[src/rtl/ccs_pkg.sv]
package ccs_pkg;

    // =========================================================
    // clock and timing
    // =========================================================
    localparam longint unsigned CLK_PERIOD_NS = 64'd10;
    localparam longint unsigned T_IMMUNITY_NS = 64'd200000;    // 200 us
    localparam longint unsigned T_TERM_NS = 64'd2500000;       // 2.5 ms
    localparam longint unsigned T_PRE_S = 64'd3600;            // 1 hr
    localparam longint unsigned NS_PER_S = 64'd1000000000;
    // every wait rounds down to whole cycles; nothing keeps it at one cycle or more
    localparam longint unsigned CYC_IMMUNITY = T_IMMUNITY_NS / CLK_PERIOD_NS;
    localparam longint unsigned CYC_TERM = T_TERM_NS / CLK_PERIOD_NS;
    localparam longint unsigned CYC_PRE = T_PRE_S * NS_PER_S / CLK_PERIOD_NS;

    // =========================================================
    // widths
    // =========================================================
    localparam int TMR_W = 40;
    localparam int PRE_SEL_W = 2;
    localparam int CC_SEL_W = 5;
    localparam int VREG_W = 6;
    localparam int NFLAG = 9;

    // =========================================================
    // comparator flag positions in the synchronised vector
    // =========================================================
    localparam int F_IN_GOOD = 0;
    localparam int F_IN_OVER = 1;
    localparam int F_PRE_OK = 2;
    localparam int F_AT_TARGET = 3;
    localparam int F_BELOW_RECH = 4;
    localparam int F_BATT_OVP = 5;
    localparam int F_AT_TERM = 6;
    localparam int F_BELOW_HYS = 7;
    localparam int F_NTC_FAULT = 8;

    // =========================================================
    // charge phases
    // =========================================================
    typedef enum logic [2:0] {
        ST_IDLE = 3'h0,
        ST_PRE = 3'h1,
        ST_CC = 3'h2,
        ST_CV = 3'h3,
        ST_TAPER = 3'h4,
        ST_DONE = 3'h5,
        ST_FAULT = 3'h6
    } ccs_state_t;

endpackage : ccs_pkg

[src/rtl/ccs_sync.sv]
module ccs_sync
    import ccs_pkg::*;
#(
    parameter int W = 1
) (
    input wire logic sys_clk_i,
    input wire logic rst_n_i,
    input wire logic [W-1:0] async_i,
    output logic [W-1:0] sync_o
);

    typedef struct packed {
        logic [W-1:0] meta;
        logic [W-1:0] sync;
    } ccs_sync_t;

    ccs_sync_t q;
    ccs_sync_t d;

    // =========================================================
    // two-stage synchroniser; first stage feeds only the second
    // =========================================================
    always_comb
    begin
        d.meta = async_i;
        d.sync = q.meta;
    end

    always_ff @(posedge sys_clk_i)
    begin
        if (!rst_n_i)
            q <= '0;
        else
            q <= d;
    end

    assign sync_o = q.sync;

endmodule : ccs_sync

[src/rtl/ccs_timer.sv]
module ccs_timer
    import ccs_pkg::*;
#(
    parameter int W = TMR_W
) (
    input wire logic sys_clk_i,
    input wire logic rst_n_i,
    input wire logic run_i,
    input wire logic [W-1:0] limit_i,
    output logic expired_o
);

    typedef struct packed {
        logic [W-1:0] cnt;
        logic exp;
    } ccs_tmr_t;

    ccs_tmr_t q;
    ccs_tmr_t d;

    // =========================================================
    // counts while run is high, restarts from zero when it drops
    // =========================================================
    always_comb
    begin
        d = q;
        if (!run_i)
        begin
            d.cnt = '0;
            d.exp = 1'b0;
        end
        else if (q.cnt >= limit_i - W'(1))
            d.exp = 1'b1; // holds until run drops
        else
            d.cnt = q.cnt + W'(1);
    end

    always_ff @(posedge sys_clk_i)
    begin
        if (!rst_n_i)
            q <= '0;
        else
            q <= d;
    end

    assign expired_o = q.exp;

endmodule : ccs_timer

[src/rtl/ccs_sequencer.sv]
// Function
// - input leaving its normal range turns the pass switch off at once
// - good input must hold through the immunity time before the path starts
// - after supply rise all settings load defaults and host access is ready
// - path-off forces pass switch off; charge-disable forces charge switch off
// - below pre-charge exit level stay in pre-charge, current from 2-bit field
// - pre-charge timer expiry before exit level ends cycle with timeout fault
// - above exit level enter constant current, current from 5-bit field
// - reaching the 6-bit target voltage moves from constant current to voltage
// - termination is evaluated only while termination enable is one
// - low current starts a delay; current must stay under margin throughout
// - delay expiry with the condition held marks charge complete
// - option zero cuts current at completion, otherwise current keeps tapering
// - termination disabled never starts delay, completes or stops on current
// - new cycle on recycle, host enable or recharge, only with no faults
// - after termination, low battery with good input restarts charging
// - auto recharge only with termination enabled and option zero
// - battery over target by the margin suspends charge and raises a fault
module ccs_sequencer
    import ccs_pkg::*;
#(
    parameter longint unsigned IMM_CYCLES = CYC_IMMUNITY,
    parameter longint unsigned TERM_CYCLES = CYC_TERM,
    parameter longint unsigned PRE_CYCLES = CYC_PRE
) (
    input wire logic sys_clk_i,
    input wire logic rst_n_i,
    input wire logic in_good_i,
    input wire logic in_over_i,
    input wire logic precharge_exit_level_i,
    input wire logic cell_target_voltage_reached_i,
    input wire logic below_recharge_i,
    input wire logic batt_over_voltage_i,
    input wire logic end_of_charge_current_i,
    input wire logic end_current_margin_i,
    input wire logic ntc_fault_i,
    input wire logic input_path_off_i,
    input wire logic charge_disable_i,
    input wire logic charge_enable_i,
    input wire logic term_enable_i,
    input wire logic finish_timer_option_i,
    input wire logic [PRE_SEL_W-1:0] precharge_current_i,
    input wire logic [CC_SEL_W-1:0] fast_current_i,
    input wire logic [VREG_W-1:0] cell_target_voltage_i,
    output logic input_pass_switch_o,
    output logic batt_chg_switch_o,
    output logic charge_current_on_o,
    output logic [2:0] charge_phase_o,
    output logic charge_complete_o,
    output logic timeout_fault_o,
    output logic batt_ovp_fault_o,
    output logic [PRE_SEL_W-1:0] precharge_current_o,
    output logic [CC_SEL_W-1:0] fast_current_o,
    output logic [VREG_W-1:0] cell_target_voltage_o,
    output logic host_if_ready_o,
    output logic defaults_load_o
);

    typedef struct packed {
        ccs_state_t st;
        logic ok_in;
        logic ok_prev;
        logic en_prev;
        logic pass;
        logic bsw;
        logic cur_on;
        logic tmo;
        logic bovp;
        logic armed;
        logic done;
        logic rdy;
        logic ld;
        logic [PRE_SEL_W-1:0] pre_sel;
        logic [CC_SEL_W-1:0] cc_sel;
        logic [VREG_W-1:0] vreg;
    } ccs_core_t;

    ccs_core_t q;
    ccs_core_t d;

    // phases in which the charger sources current
    function automatic logic is_charging(input ccs_state_t s);
        is_charging = (s == ST_PRE) || (s == ST_CC) || (s == ST_CV) || (s == ST_TAPER);
    endfunction : is_charging

    // =========================================================
    // comparator flags
    // =========================================================
    logic [NFLAG-1:0] flag_raw;
    logic [NFLAG-1:0] f;

    assign flag_raw = {ntc_fault_i, end_current_margin_i, end_of_charge_current_i,
                       batt_over_voltage_i, below_recharge_i,
                       cell_target_voltage_reached_i, precharge_exit_level_i,
                       in_over_i, in_good_i};

    ccs_sync #(.W(NFLAG)) u_sync (
        .sys_clk_i(sys_clk_i),
        .rst_n_i(rst_n_i),
        .async_i(flag_raw),
        .sync_o(f)
    );

    // =========================================================
    // timers
    // =========================================================
    logic in_ok;
    logic imm_exp;
    logic term_exp;
    logic pre_exp;

    assign in_ok = f[F_IN_GOOD] && !f[F_IN_OVER];

    ccs_timer #(.W(TMR_W)) u_imm (
        .sys_clk_i(sys_clk_i),
        .rst_n_i(rst_n_i),
        .run_i(in_ok && !q.ok_in),
        .limit_i(TMR_W'(IMM_CYCLES)),
        .expired_o(imm_exp)
    );

    ccs_timer #(.W(TMR_W)) u_term (
        .sys_clk_i(sys_clk_i),
        .rst_n_i(rst_n_i),
        .run_i(q.armed),
        .limit_i(TMR_W'(TERM_CYCLES)),
        .expired_o(term_exp)
    );

    ccs_timer #(.W(TMR_W)) u_pre (
        .sys_clk_i(sys_clk_i),
        .rst_n_i(rst_n_i),
        .run_i(q.st == ST_PRE),
        .limit_i(TMR_W'(PRE_CYCLES)),
        .expired_o(pre_exp)
    );

    // =========================================================
    // next state
    // =========================================================
    logic stay;
    logic block;
    logic recycle;
    logic en_edge;
    logic auto_rech;
    logic start;

    always_comb
    begin
        d = q;
        // defaults loaded once, host side ready from then on
        d.rdy = 1'b1;
        d.ld = !q.rdy;
        d.pre_sel = precharge_current_i;
        d.cc_sel = fast_current_i;
        d.vreg = cell_target_voltage_i;
        // qualified input drops one cycle after the flag does
        // and only rises once the immunity timer has run out
        d.ok_in = in_ok && (q.ok_in || imm_exp);
        d.ok_prev = q.ok_in;
        d.en_prev = charge_enable_i;
        d.bovp = f[F_BATT_OVP];
        // fault is cleared by the host dropping charge enable
        if (!charge_enable_i)
            d.tmo = 1'b0;

        stay = q.ok_in && charge_enable_i && !charge_disable_i;
        recycle = q.ok_in && !q.ok_prev;
        en_edge = charge_enable_i && !q.en_prev;
        // recharge after termination with input in range
        // only with termination on and option zero
        auto_rech = (q.st == ST_DONE) && f[F_BELOW_RECH] && q.ok_in
                    && term_enable_i && !finish_timer_option_i;
        block = f[F_NTC_FAULT] || q.tmo || f[F_BATT_OVP] || charge_disable_i;
        start = (recycle || en_edge || auto_rech) && !block && stay;

        // armed on end current, dropped if margin is exceeded
        d.armed = (q.st == ST_CV) && term_enable_i && stay
                  && (q.armed ? f[F_BELOW_HYS] : f[F_AT_TERM]);

        case (q.st)
            ST_IDLE, ST_DONE:
            begin
                if (start)
                begin
                    d.done = 1'b0;
                    d.st = f[F_PRE_OK] ? ST_CC : ST_PRE;
                end
            end
            ST_PRE:
            begin
                if (f[F_PRE_OK])
                    d.st = ST_CC;
                else if (pre_exp)
                begin
                    d.st = ST_FAULT;
                    d.tmo = 1'b1;
                end
            end
            ST_CC:
            begin
                if (f[F_AT_TARGET])
                    d.st = ST_CV;
            end
            ST_CV:
            begin
                // option picks cut-off or continued taper
                if (q.armed && term_exp && f[F_BELOW_HYS] && term_enable_i)
                begin
                    d.done = 1'b1;
                    d.st = finish_timer_option_i ? ST_TAPER : ST_DONE;
                end
            end
            ST_TAPER:
                d.st = ST_TAPER; // taper until the host ends the cycle
            ST_FAULT:
            begin
                if (!q.tmo)
                    d.st = ST_IDLE;
            end
            default:
                d.st = ST_IDLE;
        endcase

        // losing input or permission abandons the cycle
        if (!stay && (q.st != ST_FAULT))
        begin
            d.st = ST_IDLE;
            d.armed = 1'b0;
        end

        // current suspended at once on over-voltage
        // charge-disable forces the charge switch off
        d.cur_on = is_charging(d.st) && !f[F_BATT_OVP] && !f[F_NTC_FAULT]
                   && !charge_disable_i;
        d.bsw = d.cur_on;
        // pass switch follows the qualified input
        d.pass = d.ok_in && !input_path_off_i;
    end

    always_ff @(posedge sys_clk_i)
    begin
        if (!rst_n_i)
            q <= '0;
        else
            q <= d;
    end

    // =========================================================
    // outputs, all straight from the state register
    // =========================================================
    assign input_pass_switch_o = q.pass;
    assign batt_chg_switch_o = q.bsw;
    assign charge_current_on_o = q.cur_on;
    assign charge_phase_o = q.st;
    assign charge_complete_o = q.done;
    assign timeout_fault_o = q.tmo;
    assign batt_ovp_fault_o = q.bovp;
    assign precharge_current_o = q.pre_sel;
    assign fast_current_o = q.cc_sel;
    assign cell_target_voltage_o = q.vreg;
    assign host_if_ready_o = q.rdy;
    assign defaults_load_o = q.ld;
endmodule : ccs_sequencer

[config.mk]
export PLATFORM = sky130hd
export DESIGN_NAME = ccs_sequencer
export DESIGN_NICKNAME = d
export VERILOG_FILES = /design/src/rtl/ccs_pkg.sv /design/src/rtl/ccs_sync.sv /design/src/rtl/ccs_timer.sv /design/src/rtl/ccs_sequencer.sv
export SDC_FILE = /design/constraint.sdc
export NUM_CORES = 1
export LEC_CHECK = 0
export ABC_CLOCK_PERIOD_IN_PS = 2600
export BUFFER_PORTS_ARGS = -buffer_cell sky130_fd_sc_hd__clkbuf_2
export CORE_UTILIZATION = 45
export DETAILED_ROUTE_END_ITERATION = 7
export SLEW_MARGIN = 10
export SYNTH_ARGS = -nofsm -noshare
export SYNTH_HDL_FRONTEND = slang
export SYNTH_SLANG_ARGS = --single-unit
[constraint.sdc]
create_clock -name sys_clk_i -period 2.6 [get_ports sys_clk_i]
set_input_delay 0.39 -clock sys_clk_i [delete_from_list [all_inputs] [get_ports sys_clk_i]]
set_output_delay 0.39 -clock sys_clk_i [all_outputs]
set_load 0.03 [all_outputs]
==> results of run 1 <==
## cell usage after synthesis (4+ instances only)
library cell  instances
and4_1                5
or3_1                13
nor4_1               23
nor2_1               74
nand3_1              48
dfxtp_1             168
buf_2                 4
o211ai_1              7
and2_1               63
o21a_1                5
nand4_1              29
and3_1               43
a21oi_1              17
a31oi_1               4
or4_1                 7
nor3_1               11
o21ai_0              14
xor2_1               44
inv_1                 8
buf_4                17
nor2b_1               4
clkbuf_1             25
nand2_1              45
## stage by stage
step / worst slack (ns) / area, sq um / utilization [%] / total power (W)
after global placement: 0.458 / 7040 / 48.4 / 0.00276
final: 0.383 / 7600 / 52.3 / 0.00511
after floorplan: 0.631 / 6680 / - / 0.00274
after global routing: 0.189 / 7600 / 52.3 / 0.00529
after detailed placement: 0.390 / 7040 / 48.4 / 0.00277
after CTS: 0.364 / 7600 / 52.3 / 0.00517
## final cells by class
cell class,instances,area (sq um)
Fill cell,1354,6940
Sequential cell,168,3360
Multi-Input combinational cell,504,3040
Clock buffer,21,460
Timing Repair Buffer,67,373
Tap cell,184,230
Clock inverter,7,97.6
Inverter,8,30.0
## cells by family after synthesis
kind of cell,share of synthesized area [%]
AND/OR/NAND/NOR,32.0
flip-flops,50.3
AO/OA/AOI/OAI,6.48
adder cells (fa/ha/maj),0.562
XOR/XNOR,6.03
multiplexers,0.450
buffers and inverters,4.12
## final timing paths
check	to	depth (start not counted)	start	slack (ns)
setup / recovery	u_pre.q[15]	6	u_pre.q[26]	0.38
hold / removal	input_pass_switch_o	2	input_path_off_i	0.14
setup reg to reg	u_pre.q[15]	6	u_pre.q[26]	0.38
hold reg to reg	defaults_load_o	1	host_if_ready_o	0.40
## report_power, final
part	switching [W]	total (W)	internal, W
clock	0.000953	0.00240	0.00144
sequential	0.00000838	0.00261	0.00260
combinational	0.0000582	0.0000975	0.0000393
## cells in the final DEF (no fill, tap or decap), types with 3 or more instances in the layout
cell / netlist / final
a21boi_0: 3 / 3
a21oi_1: 17 / 17
a31oi_1: 4 / 4
and2_1: 63 / 63
and3_1: 43 / 43
and4_1: 5 / 5
buf_4: 17 / 15
clkbuf_16: 0 / 17
clkbuf_2: 0 / 52
dfxtp_1: 168 / 168
ha_1: 3 / 3
inv_1: 8 / 8
mux2i_1: 3 / 3
nand2_1: 45 / 45
nand2b_1: 3 / 3
nand3_1: 48 / 48
nand3b_1: 3 / 3
nand4_1: 29 / 29
nand4b_1: 3 / 3
nor2_1: 74 / 74
nor2b_1: 4 / 4
nor3_1: 11 / 11
nor4_1: 23 / 23
nor4_2: 3 / 3
o211ai_1: 7 / 7
o21a_1: 5 / 5
o21ai_0: 14 / 14
o31a_1: 3 / 3
or3_1: 13 / 13
or4_1: 7 / 7
xor2_1: 44 / 44
## routing by layer
layer | wire (um) | part of all wire (%)
met1 | 6200 | 49
met2 | 5880 | 46
met3 | 395 | 3.1
met4 | 220 | 1.7
met5 | 0 | 0
## sequential cells by signal (all words and copies together) (netlist names), 2 cells and up
| signal | cells |
|---|---|
| u_term.q | 40 |
| u_sync.d | 9 |
| fast_current_o | 5 |
| cell_target_voltage_o | 6 |
| precharge_current_o | 2 |
| q | 3 |
| u_pre.q | 40 |
| charge_phase_o | 3 |
| u_sync.sync_o | 9 |
| u_imm.q | 40 |
==> results by group, run 1 <==
Timing
  • RSZ-0062 raised after global routing: false
  • Clk_skew: 0.00899 ns
  • Worst relative slew slack: 57.6%
  • Measured slew at the worst slew-check pin: 0.634 ns
  • Fin crit share: between 80 and 90%
  • Fmax: approximately 450 MHz
  • Final setup viols: 0
  • Setup TNS: 0 ns
  • Final slew viol count: 0
  • Final min period: 2.22 ns
  • Final Hold Viols: 0
  • Worst hold margin: around 0.14 ns

Critical path
  • Crit-path max FO: 11
  • Critical Path End Type: register
  • CP top delay family: simple AND/OR/NAND/NOR gates
  • Worst Path Buf+Inv: 0
  • Cell Chain, Critical Path: or3_1 > a21o_1 > a21oi_4 > nand3_1 > or4_1 > nand2_1
  • Worst Path Arrival: 2.58 ns
  • WP data required: 2.96 ns
  • Worst Setup Path Type: reg -> reg
  • Startpoint Class: register
  • Critical path's largest stage delay: a little under 0.6 ns
  • CP max stage cell: or4_1

Logic synthesis
  • Ranking of synthesized cells by area: dfxtp_1, and2_1, xor2_1, nor2_1, and3_1
  • #FFs+latches synth: 168
  • Yosys top cell area share: 50.3%
  • Asr flop ratio synth: 0%
  • Leading register cell type out of synthesis: dfxtp_1
  • Avg Cell Area, Syn: 9.19 sq um
  • Cells after Synth: 727
  • Biggest area consumer among synthesized cells: dfxtp_1
  • Warnings from Yosys: 0
  • Sequential area share after synthesis: roughly 50%
  • Number of synthesized flops with an enable pin: 0
  • Mapped Nets: 759
  • Synth unique cells: 52
  • Synthesized cell area: 6680 sq um

Die
  • I/O pin count: between 50 and 60
  • Initial core utilization: between 40% and 50%
  • Placement Rows: 44
  • Die ar.: about 15000 sq um
  • Die width: about 120 um
  • Core area: roughly 15000 sq um
  • Die Y-Extent: roughly 120 um

Placed design
  • DPL Wire Length: 8840 um
  • Port Buf Inserts: 52
  • RD Place Congestion: just over 0.8
  • Cells after DPL: slightly above 900

GRT
  • First-pass GRT wire length: roughly 22000 um
  • GR Util All Layers: 17.9%
  • Initial antenna violation count: 0
  • M1 GR Usage: 23.1%
  • Overflow after GRT: 0
  • M2 GR Usage: 28.5%
  • Vias in the first global route: between 4000 and 5000
  • Pin count of the biggest net entering global routing: 47
  • GRT met3 Usage: roughly 4.7%
  • Most used routing layer: met2

Finish
  • P&R area growth vs syn: 13.7%
  • N_diodes: 0
  • Total Nets Final: 798
  • Fin cells: between 900 and 1000
  • Share of layout cells above drive strength 1: between 10% and 20%

Clock network
  • CTS max path bufs: 2
  • TritonCTS clock tree: yes
  • Depth of the CTS H-tree: 4
  • CTS root buffer: clkbuf_16
  • Number of buffers created by CTS: 17
  • # clock sinks: around 170
  • Clk slew on worst S/H paths: about 0.060 ns
  • Clk_lat worst skew: between 0.4 and 0.5 ns
  • Hold Buf Count CTS: 0
  • Post-CTS Setup Bufs: 0
  • CTS resizes: 0

Detailed routing
  • DRC viols: 0
  • DRT antenna net count: 0
  • Pre-antenna DRT Iters: 4
  • Avg WL per Cell: between 10 and 15 um
  • Via count: 5055
  • Via/cell ratio: around 5.3
  • Drt initial violations: ~310
  • Drt total wl: around 13000 um

Pwr
  • Leakage: 2.98 nW
  • PD cells: approximately 670 nW/um^2
  • Max VDD drop: just under 0.0005 V

Outcome
  • Status: finished, final reports clean

Min path
  • Worst hold path class: in -> reg

Run
  • Max Cap Violations: 0
No activity file was read; power rests on OpenSTA's default activity.
==> inputs of run 2 (changes only) <==
--- a/config.mk
+++ b/config.mk
@@ -5,7 +5,8 @@
 export SDC_FILE = /design/constraint.sdc
 export NUM_CORES = 1
 export LEC_CHECK = 0
-export ABC_CLOCK_PERIOD_IN_PS = 2600
+export ABC_AREA = 1
+export ABC_CLOCK_PERIOD_IN_PS = 2850
 export BUFFER_PORTS_ARGS = -buffer_cell sky130_fd_sc_hd__clkbuf_2
 export CORE_UTILIZATION = 45
 export DETAILED_ROUTE_END_ITERATION = 7
==> constraint.sdc (replaced) <==
create_clock -name sys_clk_i -period 2.85 [get_ports sys_clk_i]
set_input_delay 0.4275 -clock sys_clk_i [delete_from_list [all_inputs] [get_ports sys_clk_i]]
set_output_delay 0.4275 -clock sys_clk_i [all_outputs]
set_load 0.03 [all_outputs]
==> results by group, run 2 <==
Detailed routing
  • Via count: 6438
  • Avg WL per Cell: around 12 um
  • DRC viols: 0
  • Via/cell ratio: around 4.8
  • DRT antenna net count: 0
  • Max layer used: met4
  • Met1 wire length: around 8000 um
  • Pre-antenna DRT Iters: 5
  • WL met3: between 700 and 800 um
  • Drt total wl: 16000 um
  • Met2 wire len: 7060 um
  • Drt initial violations: 380

Logic synthesis
  • Warnings from Yosys: 0
  • Cells after Synth: 1079
  • Most frequent cell after synthesis: nand2_1
  • Leading register cell type out of synthesis: dfxtp_1
  • Yosys top cell area share: a little over two fifths
  • Synth unique cells: 35
  • Asr flop ratio synth: 0%
  • Synthesized cell area: between 7000 and 8000 sq um
  • Mapped Nets: roughly 1100
  • #FFs+latches synth: ~170
  • Avg Cell Area, Syn: 7.11 sq um
  • Most frequent cells after synthesis: nand2_1, dfxtp_1, nor2_1, inv_1, a21oi_1
  • Biggest area consumer among synthesized cells: dfxtp_1
  • Ranking of synthesized cells by area: dfxtp_1, nand2_1, nor2_1, inv_1, xor2_1
  • Number of synthesized flops with an enable pin: 0
  • Sequential area share after synthesis: 43.8%

Finish
  • Most frequent cells in the layout: nand2_1, dfxtp_1, nor2_1
  • Fillers: roughly 1700
  • Total Nets Final: roughly 1100
  • Util after Layout: between 50% and 60%
  • Share of layout cells above drive strength 1: about a tenth
  • Regs by FF count: u_imm.q: 40 flops, u_pre.q: 40 flops, u_term.q: 40 flops
  • P&R area growth vs syn: 12.0%
  • Fin cells: between 1000 and 1500
  • N_diodes: 0
  • Commonest non-fill, non-tap cell in the layout: nand2_1

Pwr
  • Switching power: between 0.001 and 0.0015 W
  • Sequential power share: 49.8%
  • Max VDD drop: approximately 0.00044 V
  • Leakage: between 3 and 4 nW
  • Net Sw Frac: between 20% and 30%
  • Internal: 0.00372 W
  • Logic pwr share: under 10%
  • PD cells: 556 nW/um^2
  • Clk network pwr share: 48.2%

Timing
  • Final slew viol count: 0
  • RSZ-0062 raised after global routing: false
  • Fin crit share: roughly 76%
  • Final Hold Viols: 0
  • Final min period: 2.16 ns
  • Final setup margin: slightly below 0.7 ns
  • Measured slew at the worst slew-check pin: 0.634 ns
  • Clk_skew: about 0.011 ns
  • Fmax: about 460 MHz
  • Final setup viols: 0
  • Worst hold margin: about 0.17 ns
  • Worst relative slew slack: 57.7%
  • Setup TNS: 0 ns

Critical path
  • CP max stage cell: dfxtp_1
  • Critical Path End Type: register
  • CP top delay family: simple AND/OR/NAND/NOR gates
  • Worst Path Buf+Inv: 2
  • Worst Setup Path Type: reg -> reg
  • Crit-path max FO: 40
  • WP data required: between 3 and 4 ns
  • Critical path's largest stage delay: 0.41 ns
  • Worst Path Arrival: 2.51 ns
  • Startpoint Class: register
  • Register-to-register setup slack: between 0.6 and 0.7 ns
  • Cell Chain, Critical Path: ha_1 > inv_1 > nor2_2 > nand2_1 > nand3b_1 > nand3_2 > buf_4 > nand2_1 > a21oi_1
  • Worst path most repeated cell: nand2_1

GRT
  • First-pass GRT wire length: between 20000 and 30000 um
  • Initial antenna violation count: 0
  • Vias in the first global route: between 6000 and 7000
  • Overflow after GRT: 0
  • GR Util All Layers: about 20%
  • Pin count of the biggest net entering global routing: between 40 and 50

Clock network
  • CTS resizes: 0
  • Hold Buf Count CTS: 0
  • Clk_lat worst skew: 0.43 ns
  • TritonCTS clock tree: yes
  • CTS root buffer: clkbuf_16
  • Clk slew on worst S/H paths: about 0.070 ns
  • Post-CTS Setup Bufs: 0
  • CTS max path bufs: 2
  • Number of buffers created by CTS: 17
  • # clock sinks: between 150 and 200
  • Depth of the CTS H-tree: 4

Placed design
  • Port Buf Inserts: 52
  • Pre-CTS setup slack: about 0.70 ns
  • Cells after DPL: between 1000 and 1500
  • DPL Wire Length: around 11000 um
  • RD Place Congestion: around 0.89

Outcome
  • Status: finished, final reports clean

Die
  • Die Y-Extent: around 130 um
  • Initial core utilization: between 40% and 50%
  • Die ar.: around 18000 sq um
  • Die width: 133 um
  • I/O pin count: between 50 and 60
  • Placement Rows: 47
  • Core area: 16600 sq um

Run
  • Max Cap Violations: 0

Min path
  • Worst hold path class: in -> reg
## run 2: changes by cell type in the layout (fill, tap and decap cells not counted), moves of 14 or more
cell and change:
and3_1 -43, and2_1 -63, nand3_1 +25, inv_1 +133
nand2_1 +211, nor2_1 +82, xnor2_1 +14, a21oi_1 +59
## run 2: path summary, 6_finish.rpt
path / cells after the start / start / to
hold / removal: 3 / ntc_fault_i / u_sync.d[8]
hold reg to reg: 2 / u_sync.d[8] / u_sync.sync_o[8]
setup reg to reg: 9 / u_pre.q[1] / u_pre.q[32]
setup / recovery: 9 / u_pre.q[1] / u_pre.q[32]
## run 2: tightest hold or removal path, delay by kind of cell
| kind | cells | cell delay (ns) |
|---|---|---|
| AND/OR/NAND/NOR | 1 | 0.04 |
| buffers and inverters | 2 | 0.11 |
## run 2: power by group through the flow
stage	clock, W	combinational [W]	sequential (W)
final	0.00230	0.0000945	0.00238
after detailed placement	0	0.0000962	0.00243
after global routing	0.00247	0.000106	0.00238
after global placement	0	0.0000955	0.00243
after floorplan	0	0.0000651	0.00243
after CTS	0.00237	0.0000965	0.00238
## run 2: logic make-up after synthesis
logic type               Yosys count  synth area share (%)
AND/OR/NAND/NOR                  554                  30.9
buffers and inverters            195                  10.9
flip-flops                       168                  43.8
AO/OA/AOI/OAI                     93                  6.39
XOR/XNOR                          65                  7.42
adder cells (fa/ha/maj)            3                 0.489
multiplexers                       1                 0.130
## run 2: metrics by stage
step                      power, W  instance area (sq um)
after floorplan            0.00250                   7680
after detailed placement   0.00253                   8010
final                      0.00477                   8590
after CTS                  0.00484                   8590
after global placement     0.00253                   8010
after global routing       0.00495                   8590
## run 2: routing by layer
metal,vias up,track usage (%)
met3,13,4.64
met2,141,30.3
met1,2867,26.1
li1,3417,-
met4,0,7.15
met5,-,0
## run 2: final cells by class
class | instances | area, sq um | area share [%]
Multi-Input combinational cell | 716 | 3480 | 40.5
Clock inverter | 13 | 156 | 1.82
Sequential cell | 168 | 3360 | 39.1
Timing Repair Buffer | 62 | 335 | 3.90
Inverter | 148 | 556 | 6.46
Tap cell | 220 | 275 | 3.20
Clock buffer | 18 | 429 | 4.99
==> inputs of run 3 (changes only) <==
--- a/config.mk
+++ b/config.mk
@@ -5,8 +5,8 @@
 export SDC_FILE = /design/constraint.sdc
 export NUM_CORES = 1
 export LEC_CHECK = 0
-export ABC_AREA = 1
-export ABC_CLOCK_PERIOD_IN_PS = 2850
+export ABC_AREA = 0
+export ABC_CLOCK_PERIOD_IN_PS = 2029
 export BUFFER_PORTS_ARGS = -buffer_cell sky130_fd_sc_hd__clkbuf_2
 export CORE_UTILIZATION = 45
 export DETAILED_ROUTE_END_ITERATION = 7
==> constraint.sdc (replaced) <==
create_clock -name sys_clk_i -period 2.03 [get_ports sys_clk_i]
set_input_delay 0.3045 -clock sys_clk_i [delete_from_list [all_inputs] [get_ports sys_clk_i]]
set_output_delay 0.3045 -clock sys_clk_i [all_outputs]
set_load 0.03 [all_outputs]
==> results by group, run 3 (synthesized netlist as in run 1, its figures left out) <==
Detailed routing
  • Via count: 5246
  • Avg WL per Cell: ~13 um
  • Pre-antenna DRT Iters: 4
  • Max layer used: met4
  • WL met3: 471 um
  • Met2 wire len: around 6400 um
  • Drt initial violations: 283
  • Via/cell ratio: approximately 5.2
  • Drt total wl: 13500 um
  • DRT antenna net count: 0
  • DRC viols: 0
  • Met1 wire length: ~6400 um

Clock network
  • Clk_lat worst skew: 0.43 ns
  • # clock sinks: around 170
  • Number of buffers created by CTS: 17
  • CTS root buffer: clkbuf_16
  • Hold Buf Count CTS: 0
  • TritonCTS clock tree: yes
  • Depth of the CTS H-tree: 4
  • CTS max path bufs: 2
  • Clk slew on worst S/H paths: around 0.06 ns

Run
  • Max Cap Violations: 0

Timing
  • Worst relative slew slack: roughly 66%
  • Final setup viols: 1
  • Final min period: 2.03 ns
  • Final setup margin: -0.000837 ns
  • Final Hold Viols: 0
  • Fmax: 492 MHz
  • Clk_skew: between 0.008 and 0.009 ns
  • Final slew viol count: 0
  • Fin crit share: 100%
  • RSZ-0062 raised after global routing: true
  • Measured slew at the worst slew-check pin: between 0.5 and 0.6 ns

Critical path
  • Worst Setup Path Type: reg -> reg
  • Register-to-register setup slack: -0.0008 ns
  • Startpoint Class: register
  • Crit-path max FO: 6
  • Worst Path Arrival: 2.39 ns
  • WP data required: between 2 and 2.5 ns
  • Critical Path End Type: register

Die
  • Core area: ~15000 sq um
  • Die Y-Extent: approximately 120 um
  • Die ar.: about 15000 sq um
  • I/O pin count: 53
  • Die width: roughly 120 um
  • Placement Rows: 44
  • Initial core utilization: 46.0%

Finish
  • Total Nets Final: 840
  • Regs by FF count: u_imm.q: 40 flops, u_pre.q: 40 flops, u_term.q: 40 flops
  • P&R area growth vs syn: 21.4%
  • Commonest non-fill, non-tap cell in the layout: dfxtp_1
  • N_diodes: 0
  • Most frequent cells in the layout: dfxtp_1, nor2_1, and2_1
  • Fillers: around 1300
  • Share of layout cells above drive strength 1: 20.7%
  • Util after Layout: a little under three fifths
  • Fin cells: roughly 1000

Placed design
  • Port Buf Inserts: 52
  • Pre-CTS setup slack: -0.0661 ns
  • RD Place Congestion: between 0.8 and 0.9
  • Cells after DPL: between 900 and 1000
  • DPL Wire Length: 9100 um

Pwr
  • Leakage: 3.23 nW
  • Overall Power: ~0.0067 W
  • PD cells: around 830 nW/um^2
  • Max VDD drop: roughly 0.00077 V

Min path
  • Worst hold path class: in -> reg

GRT
  • Pin count of the biggest net entering global routing: 66
  • Initial antenna violation count: 0
  • GR Util All Layers: 17.9%
  • First-pass GRT wire length: between 20000 and 25000 um
  • Vias in the first global route: 4768
  • Overflow after GRT: 0

Outcome
  • Failing checks: setup timing
  • Status: complete, but fails checks
==> run 3: cell types whose count changed in the layout (fill, tap and decap cells not counted), moves of 13 or more <==
cell     change
nand3_1     -30
nor3_1      -13
buf_4       +40
a21oi_1     -62
and2_1      +63
nor2_1      -84
and3_1      +43
inv_1      -133
nand2_1    -212
xnor2_1     -14
==> run 3: path summary, 6_finish.rpt <==
path                          to             start  cells past startpoint
min reg2reg      defaults_load_o   host_if_ready_o                      1
min          input_pass_switch_o  input_path_off_i                      2
max                  u_pre.q[23]       u_pre.q[28]                      7
max reg2reg          u_pre.q[23]       u_pre.q[28]                      7
==> run 3: cell type report <==
cell class | instances | area (sq um) | share of cell area (%)
Inverter | 8 | 30.0 | 0.370
Tap cell | 184 | 230 | 2.84
Sequential cell | 168 | 3370 | 41.5
Multi-Input combinational cell | 505 | 3190 | 39.3
Clock inverter | 14 | 165 | 2.04
Timing Repair Buffer | 108 | 697 | 8.59
Clock buffer | 18 | 439 | 5.41
==> run 3: repair_timing <==
| item | 4_1_cts | 5_1_grt |
|---|---|---|
| cloned | 0 | 2 |
| endpoints found under the setup margin | 12 | 38 |
| pin swaps | 1 | 12 |
| gates resized for setup | 4 | 28 |
| hold endpoints to repair | 0 | 0 |
| setup buffers | 2 | 7 |
==> run 3: metrics by stage <==
| stage | cell area (sq um) | TNS (ns) | hold slack [ns] |
|---|---|---|---|
| 2_1_floorplan | 6680 | 0 | 0.332 |
| 3_3_place_gp | 7270 | 0 | 0.398 |
| 3_5_place_dp | 7270 | -0.327 | 0.406 |
| 4_1_cts | 7920 | -0.0254 | 0.0221 |
| 5_1_grt | 8110 | -1.12 | 0.0256 |
| 6_report | 8110 | -0.000837 | 0.0389 |
==> run 3: power breakdown <==
group          switching (W)  internal, W  leakage, nW
Clock                0.00136      0.00188        0.288
Sequential         0.0000109      0.00333         1.36
Combinational      0.0000735    0.0000503         1.58
Total                0.00144      0.00526         3.23
==> run 3: layer usage <==
metal  vias up  global-route usage, %
met2        63                   28.5
li1       2707                      -
met1      2456                   23.0
met3        20                   4.72
met4         0                   7.15
met5         -                      0
==> run 3: worst max-delay path, cell delays in order (launching register included) <==
cell	delay (ns)
dfxtp_2	0.32
or3_4	0.38
a21o_1	0.19
a21oi_4	0.26
nand4_4	0.18
buf_6	0.17
or4_1	0.38
o21ai_1	0.08
